### src/core/rwt_regs.svh
`ifndef RWT_REGS_SVH
`define RWT_REGS_SVH

`define RWT_AW 4
`define RWT_DW 16
`define RWT_CW 12

`define RWT_CONTROL_FIRST 4'h0
`define RWT_CONTROL_SECOND 4'h1
`define RWT_DELAY_CONTROL 4'h2
`define RWT_BLANK_LEN 4'h3
`define RWT_EVCTRL_A 4'h4
`define RWT_EVCTRL_B 4'h5
`define RWT_A_SET 4'h6
`define RWT_A_CLR 4'h7
`define RWT_B_SET 4'h8
`define RWT_B_CLR 4'h9
`define RWT_STATUS 4'ha
`define RWT_COMMAND 4'hb
`define RWT_CAPTURE_A 4'hc
`define RWT_CAPTURE_B 4'hd

`define RWT_CF_EN 0
`define RWT_CF_SRC_LO 1
`define RWT_CF_SYNCP_LO 3
`define RWT_CF_CNTP_LO 5
`define RWT_CS_WG_LO 0
`define RWT_CS_MIRC 2
`define RWT_CS_MIRD 3
`define RWT_CS_ASYNC_LO 4
`define RWT_DC_DLYP_LO 0
`define RWT_DC_BLANK_LO 2
`define RWT_EV_MODE_LO 0
`define RWT_EV_FILT 4
`define RWT_EV_CAPEN 5
`define RWT_EV_INV 6
`define RWT_ST_ENABLE_READY_FLAG 0
`define RWT_ST_EN 1
`define RWT_ST_FAULT 2
`define RWT_CMD_CAPA 0
`define RWT_CMD_FCLR 2

`define RWT_FILTER_LEN 3'h3
`define RWT_NUM_MODES 4'ha

`endif

### src/core/rwt_pkg.sv
`default_nettype none
package rwt_pkg;
  typedef enum logic [1:0] {
    RWT_ONE = 2'b00,
    RWT_TWO = 2'b01,
    RWT_FOUR = 2'b10,
    RWT_DUAL = 2'b11
  } rwt_wgmode_t;
  typedef enum logic [1:0] {
    RWT_DTA = 2'b00,
    RWT_OTA = 2'b01,
    RWT_DTB = 2'b10,
    RWT_OTB = 2'b11
  } rwt_state_t;
endpackage
`default_nettype wire

### src/core/rwt_top.sv
`include "rwt_regs.svh"
`default_nettype none
module rwt_top
  import rwt_pkg::*;
(
  input wire logic CLOCK_I,
  input wire logic RESET_N_I,
  input wire logic [`RWT_AW-1:0] ADDR_I,
  input wire logic [`RWT_DW-1:0] WDATA_I,
  input wire logic WR_I,
  input wire logic RD_I,
  output logic [`RWT_DW-1:0] RDATA_O,
  input wire logic [2:0] CLK_SRC_I,
  input wire logic EVENT_A_I,
  input wire logic EVENT_B_I,
  output logic WAVE_OUT_PRIMARY_A_O,
  output logic WAVE_OUT_PRIMARY_B_O,
  output logic WAVE_OUT_MIRROR_C_O,
  output logic WAVE_OUT_MIRROR_D_O,
  output logic CMP_EVENT_O,
  output logic OVF_EVENT_O
);
  localparam int CW = `RWT_CW;

  logic [7:0] control_first_q;
  logic [5:0] control_second_q;
  logic [3:0] delay_control_q;
  logic [7:0] blank_len_q;
  logic [6:0] evctrl_q [2];
  logic [CW-1:0] cmp_q [4];
  logic [CW-1:0] cap_q [2];
  logic [1:0] sw_cap_q;
  logic en_req_q;
  logic en_s1_q, en_s2_q;
  logic fault_q;
  logic [`RWT_DW-1:0] rdata_q;
  logic wr_static;

  wire logic core_en = en_s2_q;
  wire logic enable_ready_flag = (en_req_q == en_s2_q);
  wire logic [1:0] src_sel = control_first_q[`RWT_CF_SRC_LO +: 2];
  wire logic [1:0] syncp_sel = control_first_q[`RWT_CF_SYNCP_LO +: 2];
  wire logic [1:0] cntp_sel = control_first_q[`RWT_CF_CNTP_LO +: 2];
  wire rwt_wgmode_t wg = rwt_wgmode_t'(control_second_q[`RWT_CS_WG_LO +: 2]);
  wire logic [1:0] dlyp_sel = delay_control_q[`RWT_DC_DLYP_LO +: 2];
  wire logic [1:0] blank_sel = delay_control_q[`RWT_DC_BLANK_LO +: 2];
  wire logic [CW-1:0] a_set = cmp_q[0];
  wire logic [CW-1:0] a_clr = cmp_q[1];
  wire logic [CW-1:0] b_set = cmp_q[2];
  wire logic [CW-1:0] b_clr = cmp_q[3];

  // static settings only while stopped, enable request blocks them too
  assign wr_static = WR_I && !en_req_q && !core_en;

  always_ff @(posedge CLOCK_I) begin
    if (!RESET_N_I) begin
      control_first_q <= 8'h00;
      control_second_q <= 6'h00;
      evctrl_q[0] <= 7'h00;
      evctrl_q[1] <= 7'h00;
    end else if (wr_static) begin
      case (ADDR_I)
        `RWT_CONTROL_FIRST: control_first_q[7:1] <= WDATA_I[7:1];
        `RWT_CONTROL_SECOND: control_second_q <= WDATA_I[5:0];
        `RWT_EVCTRL_A: evctrl_q[0] <= WDATA_I[6:0];
        `RWT_EVCTRL_B: evctrl_q[1] <= WDATA_I[6:0];
        default: ;
      endcase
    end
  end

  // buffered settings may change while running
  always_ff @(posedge CLOCK_I) begin
    if (!RESET_N_I) begin
      delay_control_q <= 4'h0;
      blank_len_q <= 8'h00;
      for (int i = 0; i < 4; i++) begin
        cmp_q[i] <= 12'h000;
      end
    end else if (WR_I) begin
      case (ADDR_I)
        `RWT_DELAY_CONTROL: delay_control_q <= WDATA_I[3:0];
        `RWT_BLANK_LEN: blank_len_q <= WDATA_I[7:0];
        `RWT_A_SET: cmp_q[0] <= WDATA_I[CW-1:0];
        `RWT_A_CLR: cmp_q[1] <= WDATA_I[CW-1:0];
        `RWT_B_SET: cmp_q[2] <= WDATA_I[CW-1:0];
        `RWT_B_CLR: cmp_q[3] <= WDATA_I[CW-1:0];
        default: ;
      endcase
    end
  end

  // enable taken only when the previous request has crossed
  always_ff @(posedge CLOCK_I) begin
    if (!RESET_N_I) begin
      en_req_q <= 1'b0;
    end else if (WR_I && ADDR_I == `RWT_CONTROL_FIRST &&
                 enable_ready_flag) begin
      en_req_q <= WDATA_I[`RWT_CF_EN];
    end
  end

  // dedicated synchroniser path for the enable handshake
  always_ff @(posedge CLOCK_I) begin
    if (!RESET_N_I) begin
      en_s1_q <= 1'b0;
      en_s2_q <= 1'b0;
    end else begin
      en_s1_q <= en_req_q;
      en_s2_q <= en_s1_q;
    end
  end

  always_ff @(posedge CLOCK_I) begin
    if (!RESET_N_I) begin
      sw_cap_q <= 2'b00;
    end else begin
      sw_cap_q <= (WR_I && ADDR_I == `RWT_COMMAND) ?
                  WDATA_I[`RWT_CMD_CAPA +: 2] : 2'b00;
    end
  end

  // clock sources: 0 is the system clock, 1..3 are sampled pins
  logic [2:0] src_s1_q, src_s2_q, src_s3_q;
  logic [3:0] src_tick;
  assign src_tick[0] = 1'b1;
  genvar gs;
  generate
    for (gs = 0; gs < 3; gs++) begin : g_src
      always_ff @(posedge CLOCK_I) begin
        if (!RESET_N_I) begin
          src_s1_q[gs] <= 1'b0;
          src_s2_q[gs] <= 1'b0;
          src_s3_q[gs] <= 1'b0;
        end else begin
          src_s1_q[gs] <= CLK_SRC_I[gs];
          src_s2_q[gs] <= src_s1_q[gs];
          src_s3_q[gs] <= src_s2_q[gs];
        end
      end
      assign src_tick[gs+1] = src_s2_q[gs] && !src_s3_q[gs];
    end
  endgenerate
  wire logic base_tick = src_tick[src_sel];

  // cascaded prescalers: total division is the product of both
  logic [2:0] syncp_cnt_q;
  logic [5:0] cntp_cnt_q;
  logic [5:0] dlyp_cnt_q;
  wire logic [2:0] syncp_max = 3'((4'h1 << syncp_sel) - 4'h1);
  wire logic [5:0] cntp_max = 6'((7'h01 << {cntp_sel, 1'b0}) - 7'h01);
  wire logic [5:0] dlyp_max = 6'((7'h01 << {dlyp_sel, 1'b0}) - 7'h01);
  wire logic sync_tick = base_tick && syncp_cnt_q == syncp_max;
  wire logic tick = sync_tick && cntp_cnt_q == cntp_max;
  wire logic dly_tick = base_tick && dlyp_cnt_q == dlyp_max;

  always_ff @(posedge CLOCK_I) begin
    if (!RESET_N_I || !core_en) begin
      syncp_cnt_q <= 3'h0;
    end else if (base_tick) begin
      syncp_cnt_q <= sync_tick ? 3'h0 : syncp_cnt_q + 3'h1;
    end
  end

  always_ff @(posedge CLOCK_I) begin
    if (!RESET_N_I || !core_en) begin
      cntp_cnt_q <= 6'h00;
    end else if (sync_tick) begin
      cntp_cnt_q <= tick ? 6'h00 : cntp_cnt_q + 6'h01;
    end
  end

  always_ff @(posedge CLOCK_I) begin
    if (!RESET_N_I || !core_en) begin
      dlyp_cnt_q <= 6'h00;
    end else if (base_tick) begin
      dlyp_cnt_q <= dly_tick ? 6'h00 : dlyp_cnt_q + 6'h01;
    end
  end

  // event inputs: sync, filter, blanking, edge
  logic [1:0] ev_raw;
  logic [1:0] ev_s1_q, ev_s2_q, ev_filt_q, ev_last_q;
  logic [2:0] filt_cnt_q [2];
  logic [7:0] blank_cnt_q;
  logic blank_trig;
  logic [1:0] ev_level, ev_edge, ev_pol;
  assign ev_raw = {EVENT_B_I, EVENT_A_I};
  wire logic blanking = blank_cnt_q != 8'h00;
  genvar ge;
  generate
    for (ge = 0; ge < 2; ge++) begin : g_ev
      always_ff @(posedge CLOCK_I) begin
        if (!RESET_N_I) begin
          ev_s1_q[ge] <= 1'b0;
          ev_s2_q[ge] <= 1'b0;
        end else begin
          ev_s1_q[ge] <= ev_raw[ge];
          ev_s2_q[ge] <= ev_s1_q[ge];
        end
      end
      // invert only after the synchroniser, the pin meets a bare flop
      assign ev_pol[ge] = ev_s2_q[ge] ^ evctrl_q[ge][`RWT_EV_INV];
      // filter: new level must persist a few samples
      always_ff @(posedge CLOCK_I) begin
        if (!RESET_N_I) begin
          filt_cnt_q[ge] <= 3'h0;
          ev_filt_q[ge] <= 1'b0;
        end else if (!evctrl_q[ge][`RWT_EV_FILT]) begin
          filt_cnt_q[ge] <= 3'h0;
          ev_filt_q[ge] <= ev_pol[ge];
        end else if (ev_pol[ge] == ev_filt_q[ge]) begin
          filt_cnt_q[ge] <= 3'h0;
        end else if (filt_cnt_q[ge] == `RWT_FILTER_LEN) begin
          filt_cnt_q[ge] <= 3'h0;
          ev_filt_q[ge] <= ev_pol[ge];
        end else begin
          filt_cnt_q[ge] <= filt_cnt_q[ge] + 3'h1;
        end
      end
      always_ff @(posedge CLOCK_I) begin
        if (!RESET_N_I) begin
          ev_last_q[ge] <= 1'b0;
        end else begin
          ev_last_q[ge] <= ev_level[ge];
        end
      end
      assign ev_level[ge] = ev_filt_q[ge] && !blanking;
      assign ev_edge[ge] = ev_level[ge] && !ev_last_q[ge];
    end
  endgenerate

  // mode table: {latch, restart, skip, halt, off}
  function automatic logic [4:0] mode_act(input logic [3:0] m);
    case (m)
      4'h1: mode_act = 5'b00100;
      4'h2: mode_act = 5'b01000;
      4'h3: mode_act = 5'b00010;
      4'h4: mode_act = 5'b00001;
      4'h5: mode_act = 5'b00011;
      4'h6: mode_act = 5'b01001;
      4'h7: mode_act = 5'b10000;
      4'h8: mode_act = 5'b10010;
      4'h9: mode_act = 5'b00101;
      default: mode_act = 5'b00000;
    endcase
  endfunction

  logic [4:0] act [2];
  assign act[0] = mode_act(evctrl_q[0][`RWT_EV_MODE_LO +: 4]);
  assign act[1] = mode_act(evctrl_q[1][`RWT_EV_MODE_LO +: 4]);
  wire logic [1:0] ev_on = ev_level & {act[1][0], act[0][0]};
  wire logic out_off = |ev_on || fault_q;
  wire logic halt = |(ev_level & {act[1][1], act[0][1]});
  wire logic skip_ev = |(ev_edge & {act[1][2], act[0][2]});
  wire logic restart_ev = |(ev_edge & {act[1][3], act[0][3]});
  wire logic latch_ev = |(ev_edge & {act[1][4], act[0][4]});

  // fault latch: set wins over the software clear
  always_ff @(posedge CLOCK_I) begin
    if (!RESET_N_I) begin
      fault_q <= 1'b0;
    end else if (latch_ev) begin
      fault_q <= 1'b1;
    end else if (WR_I && ADDR_I == `RWT_COMMAND &&
                 WDATA_I[`RWT_CMD_FCLR]) begin
      fault_q <= 1'b0;
    end
  end

  // counter core
  logic [CW-1:0] cnt_q;
  rwt_state_t phase_q;
  logic down_q;
  logic [CW-1:0] top;
  always_comb begin
    case (wg)
      RWT_TWO: top = (phase_q == RWT_DTA) ? a_clr : b_clr;
      RWT_FOUR: top = cmp_q[phase_q];
      default: top = b_clr;
    endcase
  end
  wire logic at_top = cnt_q == top;
  wire logic run = core_en && tick && !halt;
  wire logic wrap = run && wg != RWT_DUAL && at_top;
  logic cyc_end;
  always_comb begin
    case (wg)
      RWT_ONE: cyc_end = wrap;
      RWT_TWO: cyc_end = wrap && phase_q == RWT_DTB;
      RWT_FOUR: cyc_end = wrap && phase_q == RWT_OTB;
      RWT_DUAL: cyc_end = run && down_q && cnt_q == 12'h000;
      default: cyc_end = 1'b0;
    endcase
  end

  always_ff @(posedge CLOCK_I) begin
    if (!RESET_N_I || !core_en || restart_ev) begin
      cnt_q <= 12'h000;
      phase_q <= RWT_DTA;
      down_q <= 1'b0;
    end else if (skip_ev) begin
      cnt_q <= 12'h000;
      phase_q <= (wg == RWT_TWO) ?
                 ((phase_q == RWT_DTA) ? RWT_DTB : RWT_DTA) :
                 rwt_state_t'(phase_q + 2'h1);
    end else if (run) begin
      case (wg)
        RWT_ONE: cnt_q <= at_top ? 12'h000 : cnt_q + 12'h001;
        RWT_TWO: begin
          cnt_q <= at_top ? 12'h000 : cnt_q + 12'h001;
          if (at_top) begin
            phase_q <= (phase_q == RWT_DTA) ? RWT_DTB : RWT_DTA;
          end
        end
        RWT_FOUR: begin
          cnt_q <= at_top ? 12'h000 : cnt_q + 12'h001;
          if (at_top) begin
            phase_q <= rwt_state_t'(phase_q + 2'h1);
          end
        end
        RWT_DUAL: begin
          if (!down_q && at_top) begin
            down_q <= 1'b1;
            cnt_q <= cnt_q - 12'h001;
          end else if (down_q && cnt_q == 12'h000) begin
            down_q <= 1'b0;
            cnt_q <= 12'h001;
          end else begin
            cnt_q <= down_q ? cnt_q - 12'h001 : cnt_q + 12'h001;
          end
        end
        default: cnt_q <= 12'h000;
      endcase
    end
  end

  // waveform units, evaluated on each counter tick
  logic wa_q, wb_q, wa_d, wb_d, cmp_hit;
  always_comb begin
    wa_d = wa_q;
    wb_d = wb_q;
    cmp_hit = 1'b0;
    case (wg)
      RWT_ONE: begin
        if (cnt_q == a_set) wa_d = 1'b1;
        if (cnt_q == a_clr && a_clr >= a_set) wa_d = 1'b0;
        if (cnt_q == b_set) wb_d = 1'b1;
        cmp_hit = cnt_q == a_set || cnt_q == a_clr || cnt_q == b_set;
      end
      RWT_TWO: begin
        if (phase_q == RWT_DTA) begin
          if (cnt_q == a_set) wa_d = 1'b1;
          if (at_top) wa_d = 1'b0;
          cmp_hit = cnt_q == a_set || at_top;
        end else if (cnt_q == b_set) begin
          wb_d = 1'b1;
          cmp_hit = 1'b1;
        end
      end
      RWT_FOUR: begin
        cmp_hit = at_top;
        if (at_top && phase_q == RWT_DTA) wa_d = 1'b1;
        if (at_top && phase_q == RWT_OTA) wa_d = 1'b0;
        if (at_top && phase_q == RWT_DTB) wb_d = 1'b1;
      end
      RWT_DUAL: begin
        if (!down_q && cnt_q == b_set) wb_d = 1'b1;
        if (down_q && cnt_q == a_set) wa_d = 1'b1;
        if (down_q && cnt_q == 12'h000) wa_d = 1'b0;
        cmp_hit = cnt_q == a_set || cnt_q == b_set;
      end
      default: ;
    endcase
    // clear compare of unit B ends everything, except in RWT_TWO phase RWT_DTA and in RWT_FOUR phases before RWT_OTB
    if (cnt_q == b_clr && !(wg == RWT_TWO && phase_q == RWT_DTA) &&
        !(wg == RWT_FOUR && phase_q != RWT_OTB)) begin
      wa_d = 1'b0;
      wb_d = 1'b0;
      cmp_hit = 1'b1;
    end
  end

  always_ff @(posedge CLOCK_I) begin
    if (!RESET_N_I || !core_en) begin
      wa_q <= 1'b0;
      wb_q <= 1'b0;
    end else if (run) begin
      wa_q <= wa_d;
      wb_q <= wb_d;
    end
  end

  // blanking window, timed by the delay prescaler
  always_comb begin
    case (blank_sel)
      2'h1: blank_trig = cyc_end;
      2'h2: blank_trig = wrap;
      2'h3: blank_trig = run && (wa_d != wa_q || wb_d != wb_q);
      default: blank_trig = 1'b0;
    endcase
  end

  always_ff @(posedge CLOCK_I) begin
    if (!RESET_N_I || !core_en) begin
      blank_cnt_q <= 8'h00;
    end else if (blank_trig) begin
      blank_cnt_q <= blank_len_q;
    end else if (dly_tick && blanking) begin
      blank_cnt_q <= blank_cnt_q - 8'h01;
    end
  end

  // capture from software or from an input event
  generate
    for (ge = 0; ge < 2; ge++) begin : g_cap
      always_ff @(posedge CLOCK_I) begin
        if (!RESET_N_I) begin
          cap_q[ge] <= 12'h000;
        end else if (sw_cap_q[ge] ||
                     (ev_edge[ge] && evctrl_q[ge][`RWT_EV_CAPEN])) begin
          cap_q[ge] <= cnt_q;
        end
      end
    end
  endgenerate

  // output stage
  logic wo_a_q, wo_b_q, wo_c_q, wo_d_q, cmp_ev_q, ovf_ev_q;
  wire logic wa_out = wa_q && !out_off;
  wire logic wb_out = wb_q && !out_off;
  always_ff @(posedge CLOCK_I) begin
    if (!RESET_N_I) begin
      wo_a_q <= 1'b0;
      wo_b_q <= 1'b0;
      wo_c_q <= 1'b0;
      wo_d_q <= 1'b0;
      cmp_ev_q <= 1'b0;
      ovf_ev_q <= 1'b0;
    end else begin
      wo_a_q <= wa_out;
      wo_b_q <= wb_out;
      wo_c_q <= control_second_q[`RWT_CS_MIRC] ? wb_out : wa_out;
      wo_d_q <= control_second_q[`RWT_CS_MIRD] ? wb_out : wa_out;
      cmp_ev_q <= run && cmp_hit;
      ovf_ev_q <= cyc_end;
    end
  end

  // the only path not through a flop: a fault must act without an edge
  wire logic [1:0] async_en = control_second_q[`RWT_CS_ASYNC_LO +: 2];
  wire logic async_kill = |(async_en & ev_raw);
  assign WAVE_OUT_PRIMARY_A_O = wo_a_q && !async_kill;
  assign WAVE_OUT_PRIMARY_B_O = wo_b_q && !async_kill;
  assign WAVE_OUT_MIRROR_C_O = wo_c_q && !async_kill;
  assign WAVE_OUT_MIRROR_D_O = wo_d_q && !async_kill;
  assign CMP_EVENT_O = cmp_ev_q;
  assign OVF_EVENT_O = ovf_ev_q;

  // register read, answer in the following cycle
  always_ff @(posedge CLOCK_I) begin
    if (!RESET_N_I) begin
      rdata_q <= 16'h0000;
    end else if (RD_I) begin
      case (ADDR_I)
        `RWT_CONTROL_FIRST: rdata_q <= {8'h00, control_first_q[7:1],
                                        en_req_q};
        `RWT_CONTROL_SECOND: rdata_q <= {10'h000, control_second_q};
        `RWT_DELAY_CONTROL: rdata_q <= {12'h000, delay_control_q};
        `RWT_BLANK_LEN: rdata_q <= {8'h00, blank_len_q};
        `RWT_EVCTRL_A: rdata_q <= {9'h000, evctrl_q[0]};
        `RWT_EVCTRL_B: rdata_q <= {9'h000, evctrl_q[1]};
        `RWT_A_SET: rdata_q <= {4'h0, cmp_q[0]};
        `RWT_A_CLR: rdata_q <= {4'h0, cmp_q[1]};
        `RWT_B_SET: rdata_q <= {4'h0, cmp_q[2]};
        `RWT_B_CLR: rdata_q <= {4'h0, cmp_q[3]};
        `RWT_STATUS: rdata_q <= {13'h0000, fault_q, core_en,
                                 enable_ready_flag};
        `RWT_CAPTURE_A: rdata_q <= {4'h0, cap_q[0]};
        `RWT_CAPTURE_B: rdata_q <= {4'h0, cap_q[1]};
        default: rdata_q <= 16'h0000;
      endcase
    end else begin
      rdata_q <= 16'h0000;
    end
  end
  assign RDATA_O = rdata_q;
endmodule
`default_nettype wire

### config.mk
export PLATFORM = sky130hd
export DESIGN_NAME = rwt_top
export DESIGN_NICKNAME = d
export VERILOG_FILES = /design/src/core/rwt_pkg.sv /design/src/core/rwt_top.sv
export VERILOG_INCLUDE_DIRS = /design/src /design/src/core
export SDC_FILE = /design/constraint.sdc
export NUM_CORES = 1
export LEC_CHECK = 0
export ABC_AREA = 1
export ABC_CLOCK_PERIOD_IN_PS = 7130
export BUFFER_PORTS_ARGS = -buffer_cell sky130_fd_sc_hd__buf_4
export CORE_UTILIZATION = 55
export DETAILED_ROUTE_END_ITERATION = 16
export PLACE_DENSITY_LB_ADDON = 0.12
export SYNTH_ARGS = -nofsm -noshare
export SYNTH_HDL_FRONTEND = slang
export SYNTH_SLANG_ARGS = --single-unit
### constraint.sdc
create_clock -name CLOCK_I -period 7.13 [get_ports CLOCK_I]
set_input_delay 0.3565 -clock CLOCK_I [delete_from_list [all_inputs] [get_ports CLOCK_I]]
set_output_delay 0.3565 -clock CLOCK_I [all_outputs]
set_load 0.02 [all_outputs]
==> After elaboration in Yosys (flattened, before gate mapping) <==
Memory sizes are Yosys's and may differ from the RTL's. A register that Yosys moved wholly into a read port is not among the register bits.
Cells that the tools add are included.
{ "classes": {"add_sub_neg": 12, "magnitude_cmp": 2, "n_eq_ne": 45, "shifts": 3, "n_mux": 139, "n_bitwise": 25, "n_reduce_logical": 100} }
{ "ops": {"columns": ["cell", "count"], "rows": [
  ["$pmux W12 S13", 1],
  ["$mux W12", 11],
  ["$mux W1", 95],
  ["$eq A12 B12 Y1", 5],
  ["$pmux W12 S2", 2],
  ["$logic_and A1 B1 Y1", 47],
  ["$mux W3", 9],
  ["$eq A4 B4 Y1 const B", 6],
  ["$eq A4 B3 Y1 const B", 4],
  ["$mux W2", 8],
  ["$mux W8", 2],
  ["$or A1 B1 Y1", 16],
  ["$pmux W1 S4", 4],
  ["$reduce_and A2 Y1", 8],
  ["$logic_not A1 Y1", 15],
  ["$mux W7", 2],
  ["$add A12 B1 Y12 const B", 1],
  ["$add A6 B1 Y6 const B", 2],
  ["$and A2 B2 Y2", 6],
  ["$eq A2 B2 Y1 const B", 6],
  ["$eq A6 B6 Y1", 2],
  ["$ge A12 B12 Y1", 1],
  ["$logic_not A12 Y1", 1],
  ["$mux W6", 2],
  ["other kinds (33)", 70]
]} }
{ "word_totals": {"reg_bits": 110, "ramBits": 92, "rom_bits": 160, "input_bits": 29, "out_inout_bits": 22, "mem_count": 6} }
{ "mem_list": {"columns": ["memory", "depth", "width", "read_ports", "rd_ports_with_merged_regs", "wr", "line_no", "source"], "rows": [
  ["(no name shown)", 16, 5, 1, 0, 0, "rwt_top.sv:235", "case (m)"],
  ["(no name shown)", 16, 5, 1, 0, 0, "rwt_top.sv:235", null],
  ["cmp_q", 4, 12, 5, 1, 4, "rwt_top.sv:30", "logic [CW-1:0] cmp_q [4];"],
  ["cap_q", 2, 12, 2, 0, 2, "rwt_top.sv:31", "logic [CW-1:0] cap_q [2];"],
  ["evctrl_q", 2, 7, 2, 0, 2, "rwt_top.sv:29", "logic [6:0] evctrl_q [2];"],
  ["filt_cnt_q", 2, 3, 2, 0, 2, "rwt_top.sv:184", "logic [2:0] filt_cnt_q [2];"]
]} }

==> Longest topological paths before layout <==
{ "depth": {"word_depth": 14, "depth_mapped": 31} }

==> Least setup slack after synthesis <==
Ideal clock, no wire load.
{ "synth_timing": {"path_type": "reg-to-reg", "startpoint": "register control_second_q[0]", "endpoint": "register blank_cnt_q[2]", "setup_ns": 0.070, "arrival_ns": 2.776, "path_slack_ns": 4.283, "stages_incl_launch_ff": 24, "n_path_buf": 1, "synth_period_minus_slack_ns": 2.847, "path_cell_list": "dfxtp_1 > inv_1 > ha_1 > inv_2 > clkbuf_1 > a21oi_1 > nand2_1 > nand2_1 > nand2_1 > nand2_1 > nor2_1 > nand2_1 > nor2_2 > and2_2 > nand3_2 > o31ai_2 > nand2_1 > o21ai_1 > nand3_4 > nand3_4 > nand2_1 > nand2_1 > nand2_1 > a21oi_1"} }
{ "synth_between": {"elab_chain_len": 13, "elab_cells_between_ends": 37} }
{ "synth_rtl": {"columns": ["item", "line_no", "source"], "rows": [
  ["start, declared", "rwt_top.sv:26", "logic [5:0] control_second_q;"],
  ["start signal, assigned", "rwt_top.sv:64", "`RWT_CONTROL_SECOND: control_second_q <= WDATA_I[5:0];"],
  ["$eq A2 B2 Y1 or $eq A2 B1 Y1 (tied branches)", null, null],
  ["$pmux W12 S2", "rwt_top.sv:277", "case (wg)"],
  ["$eq A12 B12 Y1", "rwt_top.sv:283", "wire logic at_top = cnt_q == top;"],
  ["$logic_and A1 B1 Y1", "rwt_top.sv:363", "if (at_top && phase_q == RWT_DTA) wa_d = 1'b1;"],
  ["$mux W1", "rwt_top.sv:363", null],
  ["$mux W1", "rwt_top.sv:364", "if (at_top && phase_q == RWT_OTA) wa_d = 1'b0;"],
  ["$pmux W1 S4", "rwt_top.sv:344", "case (wg)"],
  ["$mux W1", "rwt_top.sv:376", "if (cnt_q == b_clr && !(wg == RWT_TWO && phase_q == RWT_DTA) &&"],
  ["$ne A1 B1 Y1", "rwt_top.sv:399", "2'h3: blank_trig = run && (wa_d != wa_q || wb_d != wb_q);"],
  ["$logic_or A1 B1 Y1", "rwt_top.sv:399", null],
  ["$logic_and A1 B1 Y1", "rwt_top.sv:399", null],
  ["$pmux W1 S3 *", "rwt_top.sv:396", "case (blank_sel)"],
  ["$mux W8 or $reduce_bool A2 Y1 (tied branches)", null, null],
  ["end signal, assigned", "rwt_top.sv:408", "blank_cnt_q <= blank_len_q;"],
  ["end signal, assigned", "rwt_top.sv:410", "blank_cnt_q <= blank_cnt_q - 8'h01;"],
  ["end, declared", "rwt_top.sv:185", "logic [7:0] blank_cnt_q;"]
]} }
Every way passes the cells marked *; elsewhere a longest branch is shown, timed or not.
A chain may end at the register's enable or synchronous reset.

==> Worst setup path after layout <==
{ "layout_timing": {"startpoint": "register control_second_q[1]", "endpoint": "register blank_cnt_q[4]"} }
Same word-level chain as after synthesis.

==> metrics <==
Cell Pwr Density a little under 200 nW/um^2; post-layout min period roughly 4000 ps; Most used DFF post-synth dfxtp_1; EDFF count, synth 92; max-slew violation count 0; number of max-cap violations 0; element type at the critical path end register; vias between 10k and 15k; mean area per synthesized cell between 7 and 8 um^2; global-route wire length before repair 55.08 mm; DR vias/cell just under 6; Reg power frac 0.501; Pwr Total around 2.5 mW; worst-margin pin slew roughly 1200 ps; VDD IR-drop max about 0.15 mV; # resized after CTS 0; critical path's slowest cell ha_1; final setup violation count 0; area occupied by multi-input gates 5753 um^2; Yosys cell types 55; Hold Violations, Final 0; YS warnings 0; Routed WL 36.33 mm; CTS H-tree lvls 4; internal power about 1.8 mW; logic gate share of total power 0.089; cell taking the most area after synthesis edfxtp_1; Tot GR Track Use 0.3355; HP Class primary input to register; CP Cell Sequence inv_1, ha_1, a21oi_1, nand2_1, nand2_1, nand2_1, nand2_1, nor2_1, nand2_1, nor2_2, and2_2, nand3_2, o31ai_2, nand2_1, o21ai_1, nand3_4, nand3_4, nand2_1, nand2_1, nand2_1, a21oi_1; largest net degree at the start of global routing 63; initial antenna violation count 0; post-synthesis sequential area ratio 0.4200; Die Y 148.0 um; Fin Setup TNS 0 ps; period utilisation layout 0.5551; Fmax between 200 and 300 MHz; final-stage net count 1,654; Post-Syn Area 11,720 um^2; IO Pins 51; Synth top cells by count 359 x nand2_1, 202 x nor2_1, 195 x inv_1; I/O Buffers 42; slowest stage delay, CP between 700 and 800 ps; flip-flop and latch count after synthesis 200; Routed WL per cell between 15 and 20 um; post-detail-place hpwl around 27 mm; Die X about 150 um; First-pass DRT Iterations 6; Sink Count 200; Crit path buffers/inverters 1; Switching Power 0.6875 mW; share of Yosys cell area claimed by the top area cell type 0.2356; crit path DAT 4320 ps; required time worst endpoint ~7500 ps; Cells after DPL 1,848; RSZ-0062 raised after global routing false; Synth area leaders edfxtp_1 24%, dfxtp_1 18%, nand2_1 11%, nor2_1 6.5%, inv_1 6.2%; Max FO, Critical Path 20; Antenna Nets Post-Route 0; Area Overhead vs Synth 9.337%; status finished, final reports clean; leak pwr 5.562 nW; setup repair bufs after CTS 0; Post-CTS Hold Fix Bufs 0; fill cell count between 1.5k and 2k; core area between 20,000 and 25,000 um^2; Worst Setup Start Kind register; Crit path max-delay family simple AND/OR/NAND/NOR gates; cell row count 53; clock slew at reported path FFs ~80 ps; clock power share 0.410; leading cell type by number of instances after synthesis nand2_1; Crit path top cell by count nand2_1; clock root buffer clkbuf_16; Max clock buf depth 2; WS Path Type register to register; clk_lat worst skew 450 ps; DRC 0; Overflow after GRT 0; Ant. Diodes 0; vias in the first global route a little under 10k; asr flop ratio synth 0; Slew headroom 0.2139; CTS Buf Count 17; 1st-iter DRT viols 1,269; CTS tree done; die area roughly 22,000 um^2; Starting Density 0.5595; switch share 0.2711; Gate Count Post-Synth around 1.6k; ratio of cells with drive above 1 in the final layout 0.06978; Sequential Area 4925 um^2; gpl congestion 0.9773; Clock Skews around 12 ps; fin cells roughly 1.9k
layout make-up:
cell class | count | area share
sequential | 200 | 0.3841
timing repair buffer | 51 | 0.02987
clock inverter | 15 | 0.01601
tap | 275 | 0.02684
multi-input combinational | 1113 | 0.4488
clock buffer | 17 | 0.03318
inverter | 209 | 0.06119
metrics by stage:
stage,worst slack (ps),area [um^2],util,hold WS [ps]
2_1_floorplan,4283,11760,-,390.5
3_3_place_gp,3338,12190,0.5817,392.4
3_5_place_dp,3327,12190,0.5817,397.6
4_1_cts,3295,12820,0.6118,84.36
5_1_grt,2798,12820,0.6118,101.4
6_report,3172,12820,0.6118,91.31
layout by cell type (no fill, tap or decap), types with 28 or more instances in the layout:
| cell | Yosys | final |
|---|---|---|
| nand2_1 | 359 | 359 |
| nor2_1 | 202 | 202 |
| inv_1 | 195 | 195 |
| dfxtp_1 | 108 | 108 |
| a21oi_1 | 96 | 96 |
| edfxtp_1 | 92 | 92 |
| o21ai_0 | 86 | 85 |
| nand3_1 | 70 | 70 |
| buf_4 | 7 | 51 |
| xor2_1 | 48 | 48 |
| ha_1 | 33 | 33 |
| nor3_1 | 29 | 29 |
| o22ai_1 | 28 | 28 |
tightest hold or removal path, delay by kind of cell:
kind	cells	cell delay [ps]
buf+inv	2	110
simple gates	1	40
worst paths after layout:
kind                                     startpoint              to  slack, ps  cells after the start
worst max-delay path            control_second_q[1]  blank_cnt_q[4]       3170                     21
worst min register to register           ev_s1_q[0]      ev_s2_q[0]        420                      2
worst max register to register  control_second_q[1]  blank_cnt_q[4]       3170                     21
worst min-delay path                   CLK_SRC_I[0]     src_s1_q[0]         90                      3
logic make-up after synthesis:
family,Yosys count,synth area share
AO/OA/AOI/OAI,293,0.1496
XOR/XNOR,56,0.04183
adder cells (fa/ha/maj),33,0.03522
buffers and inverters,269,0.09188
flip-flops,200,0.4200
other,2,0.0006405
AND/OR/NAND/NOR,721,0.2608
routing by layer:
metal / vias up / routed length (um) / global-route usage
met4: 0 / 624 / 0.08814
met1: 5124 / 15550 / 0.4909
met2: 591 / 16030 / 0.5077
met5: - / 0 / 0
met3: 52 / 4127 / 0.05957
li1: 5259 / - / -
registers in the layout (all words and copies together) (netlist names), 3 cells and up, named ones only:
name              flops
RDATA_O              12
blank_cnt_q           8
blank_len_q           8
cap_q                24
cmp_q                48
cnt_q                12
cntp_cnt_q            6
control_first_q       7
control_second_q      6
delay_control_q       4
dlyp_cnt_q            6
evctrl_q             14
filt_cnt_q            6
src_s1_q              3
src_s2_q              3
src_s3_q              3
syncp_cnt_q           3
power groups by stage:
stage	registers (mW)	clock network (mW)	logic (mW)
after floorplan	1.28	0	0.147
after global placement	1.29	0	0.215
after detailed placement	1.30	0	0.218
after CTS	1.27	1.05	0.220
after global routing	1.27	1.09	0.248
final	1.27	1.04	0.225
(Power assumes the default switching activity.)
